`src/verilog/dtcru_pkg.sv`:
```
// dtcru_pkg: register map, field layout and reset values for the dual timer unit
// assumes a 16-bit plain register port and a single 125 MHz clock
package dtcru_pkg;
	localparam int unsigned DTCRU_AW             = 4;
	localparam int unsigned DTCRU_DW             = 16;
	// register offsets
	localparam logic [3:0]  DTCRU_OFS_AUX_CFG    = 4'h0;
	localparam logic [3:0]  DTCRU_OFS_CORE_CFG   = 4'h1;
	localparam logic [3:0]  DTCRU_OFS_AUX_CNT    = 4'h2;
	localparam logic [3:0]  DTCRU_OFS_CORE_CNT   = 4'h3;
	localparam logic [3:0]  DTCRU_OFS_CAPTURE_RELOAD_REGISTER_VAL = 4'h4;
	localparam logic [3:0]  DTCRU_OFS_CAP_CFG    = 4'h5;
	localparam logic [3:0]  DTCRU_OFS_IRQ_STAT   = 4'h6;
	localparam logic [3:0]  DTCRU_OFS_IRQ_MASK   = 4'h7;
	// timer config fields
	localparam int unsigned DTCRU_TC_RUN         = 0;
	localparam int unsigned DTCRU_TC_DOWN        = 1;
	localparam int unsigned DTCRU_TC_PINDIR      = 2;
	localparam int unsigned DTCRU_TC_SRC_LO      = 3;   // 2 bits: source select
	localparam int unsigned DTCRU_TC_PRE_LO      = 5;   // 3 bits: prescale exponent
	localparam int unsigned DTCRU_TC_EDGE_LO     = 8;   // 2 bits: external edge select
	localparam int unsigned DTCRU_TC_RELOAD      = 10;  // core only: reload on overflow
	localparam int unsigned DTCRU_TC_OUT_EN      = 11;  // core only: toggle latch to pin
	localparam int unsigned DTCRU_TC_LATCH       = 12;  // core only: latch state (read)
	// capture config fields
	localparam int unsigned DTCRU_CC_EDGE_LO     = 0;   // 2 bits
	localparam int unsigned DTCRU_CC_TRIG_LO     = 2;   // 2 bits: trigger source
	localparam int unsigned DTCRU_CC_CLEAR       = 4;
	// interrupt bits
	localparam int unsigned DTCRU_IRQ_AUX_OVF    = 0;
	localparam int unsigned DTCRU_IRQ_CORE_OVF   = 1;
	localparam int unsigned DTCRU_IRQ_CAPTURE    = 2;
	localparam int unsigned DTCRU_IRQ_W          = 3;
	// source encodings
	localparam logic [1:0]  DTCRU_SRC_PRESCALE   = 2'h0;
	localparam logic [1:0]  DTCRU_SRC_PIN        = 2'h1;
	localparam logic [1:0]  DTCRU_SRC_LATCH      = 2'h2;  // aux only
	// edge encodings
	localparam logic [1:0]  DTCRU_EDGE_NONE      = 2'h0;
	localparam logic [1:0]  DTCRU_EDGE_RISE      = 2'h1;
	localparam logic [1:0]  DTCRU_EDGE_FALL      = 2'h2;
	localparam logic [1:0]  DTCRU_EDGE_BOTH      = 2'h3;
	// capture trigger encodings
	localparam logic [1:0]  DTCRU_TRIG_CAPTURE_INPUT_PIN     = 2'h0;
	localparam logic [1:0]  DTCRU_TRIG_FCOUNT    = 2'h1;
	localparam logic [1:0]  DTCRU_TRIG_FDIR      = 2'h2;
	localparam logic [1:0]  DTCRU_TRIG_FBOTH     = 2'h3;
	// finest prescaler count step in system clocks
	localparam int unsigned DTCRU_MIN_DIV        = 2;
	localparam logic [15:0] DTCRU_CFG_RST        = 16'h0000;
endpackage

```
`src/verilog/dtcru_edge.sv`:
```
// dtcru_edge: edge detector for one synchronous input
// assumes the input is already synchronous to ref_clk
`timescale 1ns/1ps
`default_nettype none
module dtcru_edge
	import dtcru_pkg::*;
(
	input  wire logic       ref_clk,
	input  wire logic       sys_rst,
	input  wire logic       sig_in,
	input  wire logic [1:0] edge_sel,
	output logic            edge_hit
);
	logic prev;

	// remember last level
	always_ff @(posedge ref_clk) begin
		if (sys_rst) begin
			prev <= 1'b0;
		end else begin
			prev <= sig_in;
		end
	end

	// select rising, falling or both
	always_comb begin
		edge_hit = 1'b0;
		case (edge_sel)
			DTCRU_EDGE_RISE: edge_hit = sig_in & ~prev;
			DTCRU_EDGE_FALL: edge_hit = ~sig_in & prev;
			DTCRU_EDGE_BOTH: edge_hit = sig_in ^ prev;
			default:         edge_hit = 1'b0;
		endcase
	end
endmodule // dtcru_edge
`default_nettype wire

```
`src/verilog/dtcru_top.sv`:
```
// dtcru_top: two 16-bit up/down timers with capture/reload register
// assumes synchronous pins, one 125 MHz clock, plain register port
//
// Our own choices: the placing of the registers and the plain strobed port.
`timescale 1ns/1ps
`default_nettype none
module dtcru_top
	import dtcru_pkg::*;
#(
	parameter int unsigned TW = 16
)(
	input  wire logic                ref_clk,
	input  wire logic                sys_rst,
	input  wire logic [DTCRU_AW-1:0] reg_addr,
	input  wire logic [DTCRU_DW-1:0] reg_wdata,
	input  wire logic                reg_wr,
	input  wire logic                reg_rd,
	output logic      [DTCRU_DW-1:0] reg_rdata,
	input  wire logic                aux_count_input,
	input  wire logic                core_count_input,
	input  wire logic                aux_direction_input_pin,
	input  wire logic                core_direction_input_pin,
	input  wire logic                capture_input_pin,
	input  wire logic                first_core_count_input,
	input  wire logic                first_core_direction_input,
	output logic                     toggle_output_pin,
	output logic                     compare_unit_clock,
	output logic                     irq
);
	import dtcru_pkg::*;

	// elaboration check: the count and wrap logic is built for 16-bit timers only
	if (TW != 16) begin : g_tw_chk
		$error("dtcru_top: timer width must be 16");
	end

	// ------------------------------------------------------------
	// registers
	// ------------------------------------------------------------
	logic [15:0]          aux_cfg;
	logic [15:0]          core_cfg;
	logic [4:0]           cap_cfg;
	logic [TW-1:0]        auxiliary_timer;
	logic [TW-1:0]        core_timer;
	logic [TW-1:0]        capture_reload_register;
	logic                 core_toggle_latch;
	logic [DTCRU_IRQ_W-1:0] irq_stat;
	logic [DTCRU_IRQ_W-1:0] irq_mask;
	logic [7:0]           pre_cnt;
	logic                 pre_phase;

	// ------------------------------------------------------------
	// event detection
	// ------------------------------------------------------------
	logic aux_pin_hit;
	logic core_pin_hit;
	logic cap_pin_hit;
	logic fcnt_hit;
	logic fdir_hit;
	logic latch_prev;

	// external count edges for each timer
	dtcru_edge u_aux_edge (
		.ref_clk  (ref_clk),
		.sys_rst  (sys_rst),
		.sig_in   (aux_count_input),
		.edge_sel (aux_cfg[DTCRU_TC_EDGE_LO +: 2]),
		.edge_hit (aux_pin_hit)
	);
	dtcru_edge u_core_edge (
		.ref_clk  (ref_clk),
		.sys_rst  (sys_rst),
		.sig_in   (core_count_input),
		.edge_sel (core_cfg[DTCRU_TC_EDGE_LO +: 2]),
		.edge_hit (core_pin_hit)
	);
	// capture pin with programmable edge
	dtcru_edge u_cap_edge (
		.ref_clk  (ref_clk),
		.sys_rst  (sys_rst),
		.sig_in   (capture_input_pin),
		.edge_sel (cap_cfg[DTCRU_CC_EDGE_LO +: 2]),
		.edge_hit (cap_pin_hit)
	);
	// first module inputs, any transition
	dtcru_edge u_fcnt_edge (
		.ref_clk  (ref_clk),
		.sys_rst  (sys_rst),
		.sig_in   (first_core_count_input),
		.edge_sel (DTCRU_EDGE_BOTH),
		.edge_hit (fcnt_hit)
	);
	dtcru_edge u_fdir_edge (
		.ref_clk  (ref_clk),
		.sys_rst  (sys_rst),
		.sig_in   (first_core_direction_input),
		.edge_sel (DTCRU_EDGE_BOTH),
		.edge_hit (fdir_hit)
	);

	// ------------------------------------------------------------
	// prescaler
	// ------------------------------------------------------------
	// free-running half-rate phase and divider bits
	always_ff @(posedge ref_clk) begin
		if (sys_rst) begin
			pre_phase <= 1'b0;
			pre_cnt   <= 8'h00;
		end else begin
			pre_phase <= ~pre_phase;
			if (pre_phase) pre_cnt <= pre_cnt + 8'h01;
		end
	end

	// tick when all low divider bits are ones, so rate is 2*2^n clocks
	function automatic logic pre_tick(input logic [2:0] exp_sel, input logic [7:0] cnt, input logic ph);
		logic [7:0] m;
		m = (8'h01 << exp_sel) - 8'h01;
		pre_tick = ph & ((cnt & m) == m);
	endfunction

	// ------------------------------------------------------------
	// count enables
	// ------------------------------------------------------------
	logic aux_step;
	logic core_step;
	logic aux_down;
	logic core_down;
	logic latch_edge;
	logic core_wrap;
	logic aux_wrap;
	logic capture_go;

	// latch transitions used as aux clock
	always_ff @(posedge ref_clk) begin
		if (sys_rst) begin
			latch_prev <= 1'b0;
		end else begin
			latch_prev <= core_toggle_latch;
		end
	end
	assign latch_edge = latch_prev ^ core_toggle_latch;

	// source selection per timer
	always_comb begin
		aux_step = 1'b0;
		case (aux_cfg[DTCRU_TC_SRC_LO +: 2])
			DTCRU_SRC_PRESCALE: aux_step = pre_tick(aux_cfg[DTCRU_TC_PRE_LO +: 3], pre_cnt, pre_phase);
			DTCRU_SRC_PIN:      aux_step = aux_pin_hit;
			DTCRU_SRC_LATCH:    aux_step = latch_edge;
			default:            aux_step = 1'b0;
		endcase
		aux_step = aux_step & aux_cfg[DTCRU_TC_RUN];
		core_step = 1'b0;
		case (core_cfg[DTCRU_TC_SRC_LO +: 2])
			DTCRU_SRC_PRESCALE: core_step = pre_tick(core_cfg[DTCRU_TC_PRE_LO +: 3], pre_cnt, pre_phase);
			DTCRU_SRC_PIN:      core_step = core_pin_hit;
			default:            core_step = 1'b0;
		endcase
		core_step = core_step & core_cfg[DTCRU_TC_RUN];
	end

	// direction: software bit, or pin level when enabled
	assign aux_down  = aux_cfg[DTCRU_TC_PINDIR]  ? aux_direction_input_pin  : aux_cfg[DTCRU_TC_DOWN];
	assign core_down = core_cfg[DTCRU_TC_PINDIR] ? core_direction_input_pin : core_cfg[DTCRU_TC_DOWN];

	// wrap detection
	assign core_wrap = core_step & (core_down ? (core_timer == '0) : (core_timer == '1));
	assign aux_wrap  = aux_step  & (aux_down  ? (auxiliary_timer == '0) : (auxiliary_timer == '1));

	// capture trigger selection
	always_comb begin
		capture_go = 1'b0;
		case (cap_cfg[DTCRU_CC_TRIG_LO +: 2])
			DTCRU_TRIG_CAPTURE_INPUT_PIN:  capture_go = cap_pin_hit;
			DTCRU_TRIG_FCOUNT: capture_go = fcnt_hit;
			DTCRU_TRIG_FDIR:   capture_go = fdir_hit;
			DTCRU_TRIG_FBOTH:  capture_go = fcnt_hit | fdir_hit;
			default:           capture_go = 1'b0;
		endcase
	end

	// ------------------------------------------------------------
	// register writes
	// ------------------------------------------------------------
	logic wr_aux_cfg;
	logic wr_core_cfg;
	logic wr_aux_cnt;
	logic wr_core_cnt;
	logic wr_capture_reload_register;
	logic wr_cap_cfg;
	logic wr_stat;
	logic wr_mask;

	// address decode
	always_comb begin
		wr_aux_cfg  = 1'b0;
		wr_core_cfg = 1'b0;
		wr_aux_cnt  = 1'b0;
		wr_core_cnt = 1'b0;
		wr_capture_reload_register   = 1'b0;
		wr_cap_cfg  = 1'b0;
		wr_stat     = 1'b0;
		wr_mask     = 1'b0;
		if (reg_wr) begin
			if (reg_addr == DTCRU_OFS_AUX_CFG) wr_aux_cfg = 1'b1;
			else if (reg_addr == DTCRU_OFS_CORE_CFG) wr_core_cfg = 1'b1;
			else if (reg_addr == DTCRU_OFS_AUX_CNT) wr_aux_cnt = 1'b1;
			else if (reg_addr == DTCRU_OFS_CORE_CNT) wr_core_cnt = 1'b1;
			else if (reg_addr == DTCRU_OFS_CAPTURE_RELOAD_REGISTER_VAL) wr_capture_reload_register = 1'b1;
			else if (reg_addr == DTCRU_OFS_CAP_CFG) wr_cap_cfg = 1'b1;
			else if (reg_addr == DTCRU_OFS_IRQ_STAT) wr_stat = 1'b1;
			else if (reg_addr == DTCRU_OFS_IRQ_MASK) wr_mask = 1'b1;
		end
	end

	// configuration registers
	always_ff @(posedge ref_clk) begin
		if (sys_rst) begin
			aux_cfg  <= DTCRU_CFG_RST;
			core_cfg <= DTCRU_CFG_RST;
			cap_cfg  <= 5'h00;
			irq_mask <= 3'h0;
		end else begin
			if (wr_aux_cfg)  aux_cfg  <= reg_wdata;
			if (wr_core_cfg) core_cfg <= reg_wdata;
			if (wr_cap_cfg)  cap_cfg  <= reg_wdata[4:0];
			if (wr_mask)     irq_mask <= reg_wdata[DTCRU_IRQ_W-1:0];
		end
	end

	// ------------------------------------------------------------
	// timers
	// ------------------------------------------------------------
	// auxiliary timer: capture clear beats count, software write beats all
	always_ff @(posedge ref_clk) begin
		if (sys_rst) begin
			auxiliary_timer <= '0;
		end else if (wr_aux_cnt) begin
			auxiliary_timer <= reg_wdata;
		end else if (capture_go && cap_cfg[DTCRU_CC_CLEAR]) begin
			auxiliary_timer <= '0;
		end else if (aux_step) begin
			auxiliary_timer <= aux_down ? auxiliary_timer - 16'h0001 : auxiliary_timer + 16'h0001;
		end
	end

	// core timer with optional reload on wrap
	always_ff @(posedge ref_clk) begin
		if (sys_rst) begin
			core_timer <= '0;
		end else if (wr_core_cnt) begin
			core_timer <= reg_wdata;
		end else if (core_wrap && core_cfg[DTCRU_TC_RELOAD]) begin
			core_timer <= capture_reload_register;
		end else if (core_step) begin
			core_timer <= core_down ? core_timer - 16'h0001 : core_timer + 16'h0001;
		end
	end

	// toggle latch flips on each core wrap
	always_ff @(posedge ref_clk) begin
		if (sys_rst) begin
			core_toggle_latch <= 1'b0;
		end else if (core_wrap) begin
			core_toggle_latch <= ~core_toggle_latch;
		end
	end

	// capture/reload register: hardware capture beats software write
	always_ff @(posedge ref_clk) begin
		if (sys_rst) begin
			capture_reload_register <= '0;
		end else if (capture_go) begin
			capture_reload_register <= auxiliary_timer;
		end else if (wr_capture_reload_register) begin
			capture_reload_register <= reg_wdata;
		end
	end

	// pin and compare unit outputs
	always_ff @(posedge ref_clk) begin
		if (sys_rst) begin
			toggle_output_pin  <= 1'b0;
			compare_unit_clock <= 1'b0;
		end else begin
			toggle_output_pin  <= core_cfg[DTCRU_TC_OUT_EN] & (core_toggle_latch ^ core_wrap);
			compare_unit_clock <= core_wrap;
		end
	end

	// ------------------------------------------------------------
	// interrupts
	// ------------------------------------------------------------
	logic [DTCRU_IRQ_W-1:0] irq_set;
	assign irq_set = {capture_go, core_wrap, aux_wrap};

	// sticky status, set wins over write-one-to-clear
	always_ff @(posedge ref_clk) begin
		if (sys_rst) begin
			irq_stat <= 3'h0;
		end else begin
			irq_stat <= (irq_stat & ~(wr_stat ? reg_wdata[DTCRU_IRQ_W-1:0] : 3'h0)) | irq_set;
		end
	end
	assign irq = |(irq_stat & irq_mask);

	// ------------------------------------------------------------
	// read port
	// ------------------------------------------------------------
	// one-cycle read latency, unmapped reads zero
	always_ff @(posedge ref_clk) begin
		if (sys_rst) begin
			reg_rdata <= 16'h0000;
		end else if (reg_rd) begin
			if (reg_addr == DTCRU_OFS_AUX_CFG) reg_rdata <= aux_cfg;
			else if (reg_addr == DTCRU_OFS_CORE_CFG) reg_rdata <= {core_cfg[15:13], core_toggle_latch, core_cfg[11:0]};
			else if (reg_addr == DTCRU_OFS_AUX_CNT) reg_rdata <= auxiliary_timer;
			else if (reg_addr == DTCRU_OFS_CORE_CNT) reg_rdata <= core_timer;
			else if (reg_addr == DTCRU_OFS_CAPTURE_RELOAD_REGISTER_VAL) reg_rdata <= capture_reload_register;
			else if (reg_addr == DTCRU_OFS_CAP_CFG) reg_rdata <= {11'h000, cap_cfg};
			else if (reg_addr == DTCRU_OFS_IRQ_STAT) reg_rdata <= {13'h0000, irq_stat};
			else if (reg_addr == DTCRU_OFS_IRQ_MASK) reg_rdata <= {13'h0000, irq_mask};
			else reg_rdata <= 16'h0000;
		end else begin
			reg_rdata <= 16'h0000;
		end
	end
endmodule // dtcru_top
`default_nettype wire

```
`config.mk`:
```
export PLATFORM = sky130hd
export DESIGN_NAME = dtcru_top
export DESIGN_NICKNAME = d
export VERILOG_FILES = /design/src/verilog/dtcru_pkg.sv /design/src/verilog/dtcru_edge.sv /design/src/verilog/dtcru_top.sv
export SDC_FILE = /design/constraint.sdc
export NUM_CORES = 1
export LEC_CHECK = 0
export ABC_CLOCK_PERIOD_IN_PS = 6100
export BUFFER_PORTS_ARGS = -buffer_cell sky130_fd_sc_hd__buf_4
export CAP_MARGIN = 15
export CELL_PAD_IN_SITES_DETAIL_PLACEMENT = 1
export CELL_PAD_IN_SITES_GLOBAL_PLACEMENT = 1
export CORE_ASPECT_RATIO = 1.4
export CORE_MARGIN = 4
export CORE_UTILIZATION = 49
export DETAILED_ROUTE_END_ITERATION = 16
export PLACE_DENSITY_LB_ADDON = 0.1
export SLEW_MARGIN = 20
export SYNTH_ARGS = -nofsm -noshare
export SYNTH_HDL_FRONTEND = slang
export SYNTH_HIERARCHICAL = 1
export SYNTH_SLANG_ARGS = --single-unit
```
`constraint.sdc`:
```
create_clock -name ref_clk -period 6.1 [get_ports ref_clk]
set_input_delay 0.61 -clock ref_clk [delete_from_list [all_inputs] [get_ports ref_clk]]
set_output_delay 0.61 -clock ref_clk [all_outputs]
set_load 0.02 [all_outputs]
```
== Word-level counts from Yosys, hierarchy flattened ==
Cells that the tools add are included.

* Register bits: 125

* Add/subtract/negate cells: 7
* Eq/ne operators: 26
* Shifts and indexed selects: 2
* Muxes and demuxes: 73
* Bitwise gates (word level): 36
* Reductions and logical operators: 13

{| class="wikitable"
|+ Operator list
! cell !! count
|-
| $mux 16 || 15
|-
| $mux 1 || 48
|-
| $add 16x1->16 const B || 2
|-
| $eq 16x16->1 const B || 2
|-
| $logic_not 16->1 || 2
|-
| $sub 16x1->16 const B || 2
|-
| $eq 2x2->1 const B || 9
|-
| $and 8x8->8 || 2
|-
| $eq 4x3->1 const B || 4
|-
| $eq 8x8->1 || 2
|-
| $shl 1x3->8 const A || 2
|-
| $sub 8x1->8 const B || 2
|-
| $and 1x1->1 || 13
|-
| $eq 2x1->1 const B || 6
|-
| $pmux 1 s3 || 4
|-
| $mux 3 || 3
|-
| $not 1->1 || 9
|-
| $add 8x1->8 const B || 1
|-
| $eq 4x2->1 const B || 2
|-
| $xor 1x1->1 || 7
|-
| $and 3x3->3 || 2
|-
| $logic_not 2->1 || 3
|-
| $reduce_bool 3->1 || 2
|-
| $mux 5 || 1
|-
| other kinds (11) || 12
|}

== Logic depth before layout (Yosys ltp) ==
* Depth in word-level cells: 13
* Gate-level depth with buffers: 13
* Mapped depth without buffers: 12

== Modules after synthesis ==
Netlist, hierarchy kept.

{| class="wikitable"
|+ Modules (own cells, without submodules)
! module !! times used !! cells an instance !! area each (sq um)
|-
| dtcru_top || 1 || 839 || 6750.2
|-
| dtcru_edge || 5 || 11 || 82.6
|}

== Worst setup path after synthesis ==
No wires, ideal clock.

* Path type: input to register
* Start point: in core_direction_input_pin
* End point: reg core_timer[11]
* Library setup time: 0.128 ns
* Arrival time: 3.217 ns
* Data required time: 5.972 ns
* Slack: 2.756 ns
* Stages on the path: 11
* Cell sequence: mux2i_1 > inv_1 > ha_1 > a2111oi_2 > o21ai_1 > a41oi_2 > o21ai_1 > xor2_1 > mux2_1 > a222oi_1 > nor2_1

* Cells in the longest elaborated chain, start to end: 6
* Elaborated cells between the ends (all ways): 9
* Those cells by class: mux (6); bitwise (1); reduce/logical (2)

{| class="wikitable"
|+ Ends and longest elaborated chain
! what !! line !! source
|-
| start: declaration || dtcru_top.sv:22 || <nowiki>input wire logic core_direction_input_pin,</nowiki>
|-
| $mux 1 (*) || dtcru_top.sv:165 || <nowiki>assign core_down = core_cfg[DTCRU_TC_PINDIR] ? core_direction_input_pin : core_cfg[DTCRU_TC_DOWN];</nowiki>
|-
| $mux 1 || dtcru_top.sv:168 || <nowiki>assign core_wrap = core_step & (core_down ? (core_timer == '0) : (core_timer == '1));</nowiki>
|-
| $and 1x1->1 || dtcru_top.sv:168 ||
|-
| $logic_and 1x1->1 || dtcru_top.sv:254 || <nowiki>end else if (core_wrap && core_cfg[DTCRU_TC_RELOAD]) begin</nowiki>
|-
| $mux 16 || dtcru_top.sv:254 ||
|-
| $mux 16 || dtcru_top.sv:252 || <nowiki>end else if (wr_core_cnt) begin</nowiki>
|-
| end signal: assignment || dtcru_top.sv:253 || <nowiki>core_timer <= reg_wdata;</nowiki>
|-
| end signal: assignment || dtcru_top.sv:255 || <nowiki>core_timer <= capture_reload_register;</nowiki>
|-
| end signal: assignment || dtcru_top.sv:257 || <nowiki>core_timer <= core_down ? core_timer - 16'h0001 : core_timer + 16'h0001;</nowiki>
|-
| end: declaration || dtcru_top.sv:44 || <nowiki>logic [TW-1:0] core_timer;</nowiki>
|}

Mark *: on every way between the ends. The rest lies on a longest branch, timed or not. The select of a mux whose other input is x is not followed.
A chain may end at the register's enable or synchronous reset.

== Worst setup path in the final report ==
* Start point: reg core_cfg[2]
* End point: reg core_timer[11]

* Cells in the longest elaborated chain, start to end: 6
* Elaborated cells between the ends (all ways): 9
* Those cells by class: mux (6); bitwise (1); reduce/logical (2)

{| class="wikitable"
|+ Ends and longest elaborated chain
! what !! line !! source
|-
| start: declaration || dtcru_top.sv:41 || <nowiki>logic [15:0] core_cfg;</nowiki>
|-
| start signal: assignment || dtcru_top.sv:226 || <nowiki>if (wr_core_cfg) core_cfg <= reg_wdata;</nowiki>
|-
| $mux 1 (*) || dtcru_top.sv:165 ||
|-
| $mux 1 || dtcru_top.sv:168 ||
|-
| $and 1x1->1 || dtcru_top.sv:168 ||
|-
| $logic_and 1x1->1 || dtcru_top.sv:254 ||
|-
| $mux 16 || dtcru_top.sv:254 ||
|-
| $mux 16 || dtcru_top.sv:252 ||
|}

Marks and branches as above.

==> metrics.txt <==
Multi-input gate area=between 4000 and 5000 um^2; relative slew slack=between 20% and 30%; RSZ-0062 raised after global routing=no; largest net degree at the start of global routing=101; Fin. Hold Viols=0; CP max stage cell=mux2i_1; Clock Skews=between 0.008 and 0.009 ns; final-report max-slew violation count=0; largest family of logic cells by synthesized area=compound AO/OA/AOI/OAI gates; most frequent CP cell=o21ai_1; clk slew on worst S/H paths=~0.06 ns; Peak supply drop=0.1486 mV; FILL cells=about 1800; GRT overflow=0; count of state elements after synthesis=approximately 120; first-pass GRT wire length=just under 40000 um; XOR/XNOR Fraction of Synth Area=roughly 3.8%; ys flop type=dfxtp_1; Int Pwr=roughly 1.5 mW; CTS Buf Count=17; final std cells w/o fill=about 1100; power density over cell area=238.4 nW/um^2; HP Class=in2reg; post-layout min period=3.787 ns; Slew @ Worst Pin=roughly 1.1 ns; setup_tns=0 ns; register area share after synthesis=between 30% and 40%; Clock Latency Late Sink=0.42 ns; CP Capture Type=flop; dpl cells=~1100; FF+latch area=approximately 2500 um^2; gr usage total=a little under a third; die footprint=around 17000 um^2; Yosys warnings=6; initial antenna violation count=0; routed len/inst=around 22 um; Synth Area in Simple Gates=a little over a fifth; CTS sink count=123; post-CTS sizing=0; post-DR vias/cell=6.379; H-tree depth=4; DR vias=7195; remaining antenna violation count=0; Final #Nets=998; CP max stage delay=0.64 ns; # setup viols final=0; async set-reset flop share out of synthesis=0%; CTS tree=done; FP Rows=between 50 and 60; post-synthesis instance total=894; Max Cap Viol=0; ANT cells=0; P_leak=3.193 nW; crit-path max FO=14; WP buf/inv=1; die height=roughly 150 um; Core ar.=14380 um^2; Area Growth Syn to Fin=14.93%; Required @ worst endpoint=6.37 ns; first drt pass iteration count=7; Final HPWL DP=18050 um; I/O pins=50; delay-heaviest family, CP=compound AO/OA/AOI/OAI gates; fraction of synthesized area in multiplexers=3.197%; fmax=roughly 0.26 GHz; Total Power=1.963 mW; Net Sw Power=about 0.47 mW; post-CTS setup buffer count=0; sequential share of power=42.7%; die width=roughly 110 um; share of layout cells above drive strength 1=10.76%; Logic pwr share=between 7 and 8%; clk root buf=clkbuf_16; status=finished clean; clock share of power=49.7%; clock buffer depth=2; sw frac=24.10%; Synth Area in Compound Gates=between 20% and 30%; Tcrit/Tclk final=around 62%; Mapped Avg Cell Area=~8 um^2; # DRC=0; Setup CP Type=reg2reg; critical-path cell list=mux2i_1 -> inv_1 -> ha_1 -> a2111oi_2 -> o21ai_1 -> a41oi_2 -> o21ai_1 -> xor2_1 -> mux2_1 -> a222oi_1 -> nor2_1; cts hold-fix bufs=0; CP Data Arrival Time=4.06 ns; iteration-0 DRC count of the detailed router=650; Synth Area in Adders=7.371%; synthesized area=approximately 7000 um^2; count of input and output buffers=between 40 and 50; final wirelength=~25000 um; Initial Util=49.82%; routability cong.=0.9199; vias in the first global route=~7500; post-synth cell types=69; EDFF count, synth=0; crit path launch type=flop
-- cells in the mapped netlist, types with 3 or more instances --
library cell / n / area [um^2]
a222oi_1: 11 / 110.1
buf_1: 3 / 11.26
nor2b_1: 26 / 162.7
mux2_1: 4 / 45.04
o21ai_0: 20 / 100.1
xor2_1: 15 / 131.4
xnor2_1: 16 / 140.1
mux2_2: 3 / 33.78
and2_1: 6 / 37.54
buf_2: 11 / 55.05
a21o_1: 7 / 52.55
inv_1: 29 / 108.9
ha_1: 39 / 488.0
a211o_1: 3 / 26.28
dfxtp_1: 123 / 2462
o211ai_1: 4 / 30.03
nor2_1: 73 / 274.0
nor4_1: 11 / 68.82
and3_1: 10 / 62.56
a22oi_1: 42 / 315.3
nand2_1: 139 / 521.8
o21ai_1: 12 / 60.06
o31ai_1: 3 / 22.52
clkbuf_1: 38 / 142.6
or3_1: 3 / 18.77
nand4_1: 17 / 106.4
nand3b_1: 3 / 22.52
a21oi_1: 71 / 355.3
a31oi_1: 21 / 131.4
a311oi_1: 17 / 148.9
nand3_1: 20 / 100.1
o22ai_1: 4 / 25.02
mux2i_1: 15 / 150.1
a211oi_1: 9 / 67.56
a22o_1: 6 / 52.55
o21a_1: 5 / 37.54
nor3_1: 12 / 60.06
-- worst register-to-register path, delay by kind of cell, from the launching register on --
family | cells | cell delay (ns)
AO/OA/AOI/OAI | 5 | 1.16
XOR/XNOR | 1 | 0.15
flip-flops | 1 | 0.38
adder cells (fa/ha/maj) | 1 | 0.50
multiplexers | 2 | 0.94
buffers and inverters | 1 | 0.46
AND/OR/NAND/NOR | 1 | 0.06
-- sequential cells by signal, indices dropped and copies added, names as in the netlist, 3 cells and up --
signal                   cells
irq_mask                     3
auxiliary_timer             16
pre_cnt                      7
capture_reload_register     16
reg_rdata                   16
irq_stat                     3
core_timer                  16
aux_cfg                     16
cap_cfg                      5
core_cfg                    15
-- per-stage QoR --
stage	hold WS, ns	cell area, um^2	setup WS [ns]	utilization [%]
6_report	0.4423	8233	2.313	57.26
5_1_grt	0.4526	8233	2.031	57.26
4_1_cts	0.4354	8233	2.320	57.26
3_5_place_dp	0.4541	7669	2.041	53.33
3_3_place_gp	0.4451	7669	2.133	53.33
2_1_floorplan	0.4360	7197	2.756	-
-- routing by layer --
metal / vias to the layer above / wire [um] / track usage, %
li1: 3321 / - / -
met3: 90 / 1403 / 5.928
met2: 307 / 12160 / 51.64
met4: 0 / 1389 / 17.01
met1: 3477 / 10030 / 37.19
met5: - / 0 / 0
-- final timing paths --
| kind | start | to | slack, ns | cells after the start |
|---|---|---|---|---|
| setup reg to reg | core_cfg[2] | core_timer[11] | 2.31 | 11 |
| setup / recovery | core_cfg[2] | core_timer[11] | 2.31 | 11 |
| hold reg to reg | aux_cfg[14] | aux_cfg[14] | 0.47 | 2 |
| hold / removal | aux_count_input | u_aux_edge/prev | 0.44 | 3 |
-- cell families after synthesis --
group | Yosys count
AND/OR/NAND/NOR | 331
XOR/XNOR | 31
other | 1
multiplexers | 22
buffers and inverters | 82
flip-flops | 123
adder cells (fa/ha/maj) | 41
AO/OA/AOI/OAI | 263
-- power by group through the flow --
stage	combinational (mW)	sequential [mW]	clock [mW]
floorplan	0.0907	0.846	0
global placement	0.139	0.853	0
detailed placement	0.146	0.854	0
CTS	0.148	0.837	0.981
global route	0.163	0.839	1.02
finish	0.150	0.838	0.975
-- layout make-up --
cell class / count / area share (%)
Tap cell: 189 / 2.872
Multi-Input combinational cell: 698 / 53.84
Inverter: 29 / 1.322
Timing Repair Buffer: 57 / 5.198
Clock inverter: 8 / 1.125
Clock buffer: 24 / 5.729
Sequential cell: 123 / 29.91
-- cell usage in the layout (no fill, tap or decap), types with 4 or more instances in the layout --
cell	Yosys	layout
dfxtp_1	123	123
clkbuf_16	0	17
a22oi_1	42	42
ha_1	39	39
inv_1	29	29
a311oi_1	17	17
nor2_1	73	73
xnor2_1	16	16
a31oi_1	21	21
o21ai_1	12	12
nand4_1	17	17
o21a_1	5	5
clkbuf_1	38	5
a21o_1	7	7
a211oi_1	9	9
and3_1	10	10
a21oi_1	71	71
o22ai_1	4	4
buf_4	1	57
and2_1	6	7
nor2b_1	26	26
mux2_1	4	4
a22o_1	6	6
clkinv_2	0	5
o21ai_0	20	20
conb_1	1	10
o211ai_1	4	4
nor3_1	12	12
nand2_1	139	139
nand3_1	20	20
nor4_1	11	10
xor2_1	15	15
a222oi_1	11	11
mux2i_1	15	15
Note: power is estimated with default switching activity, not from simulation.
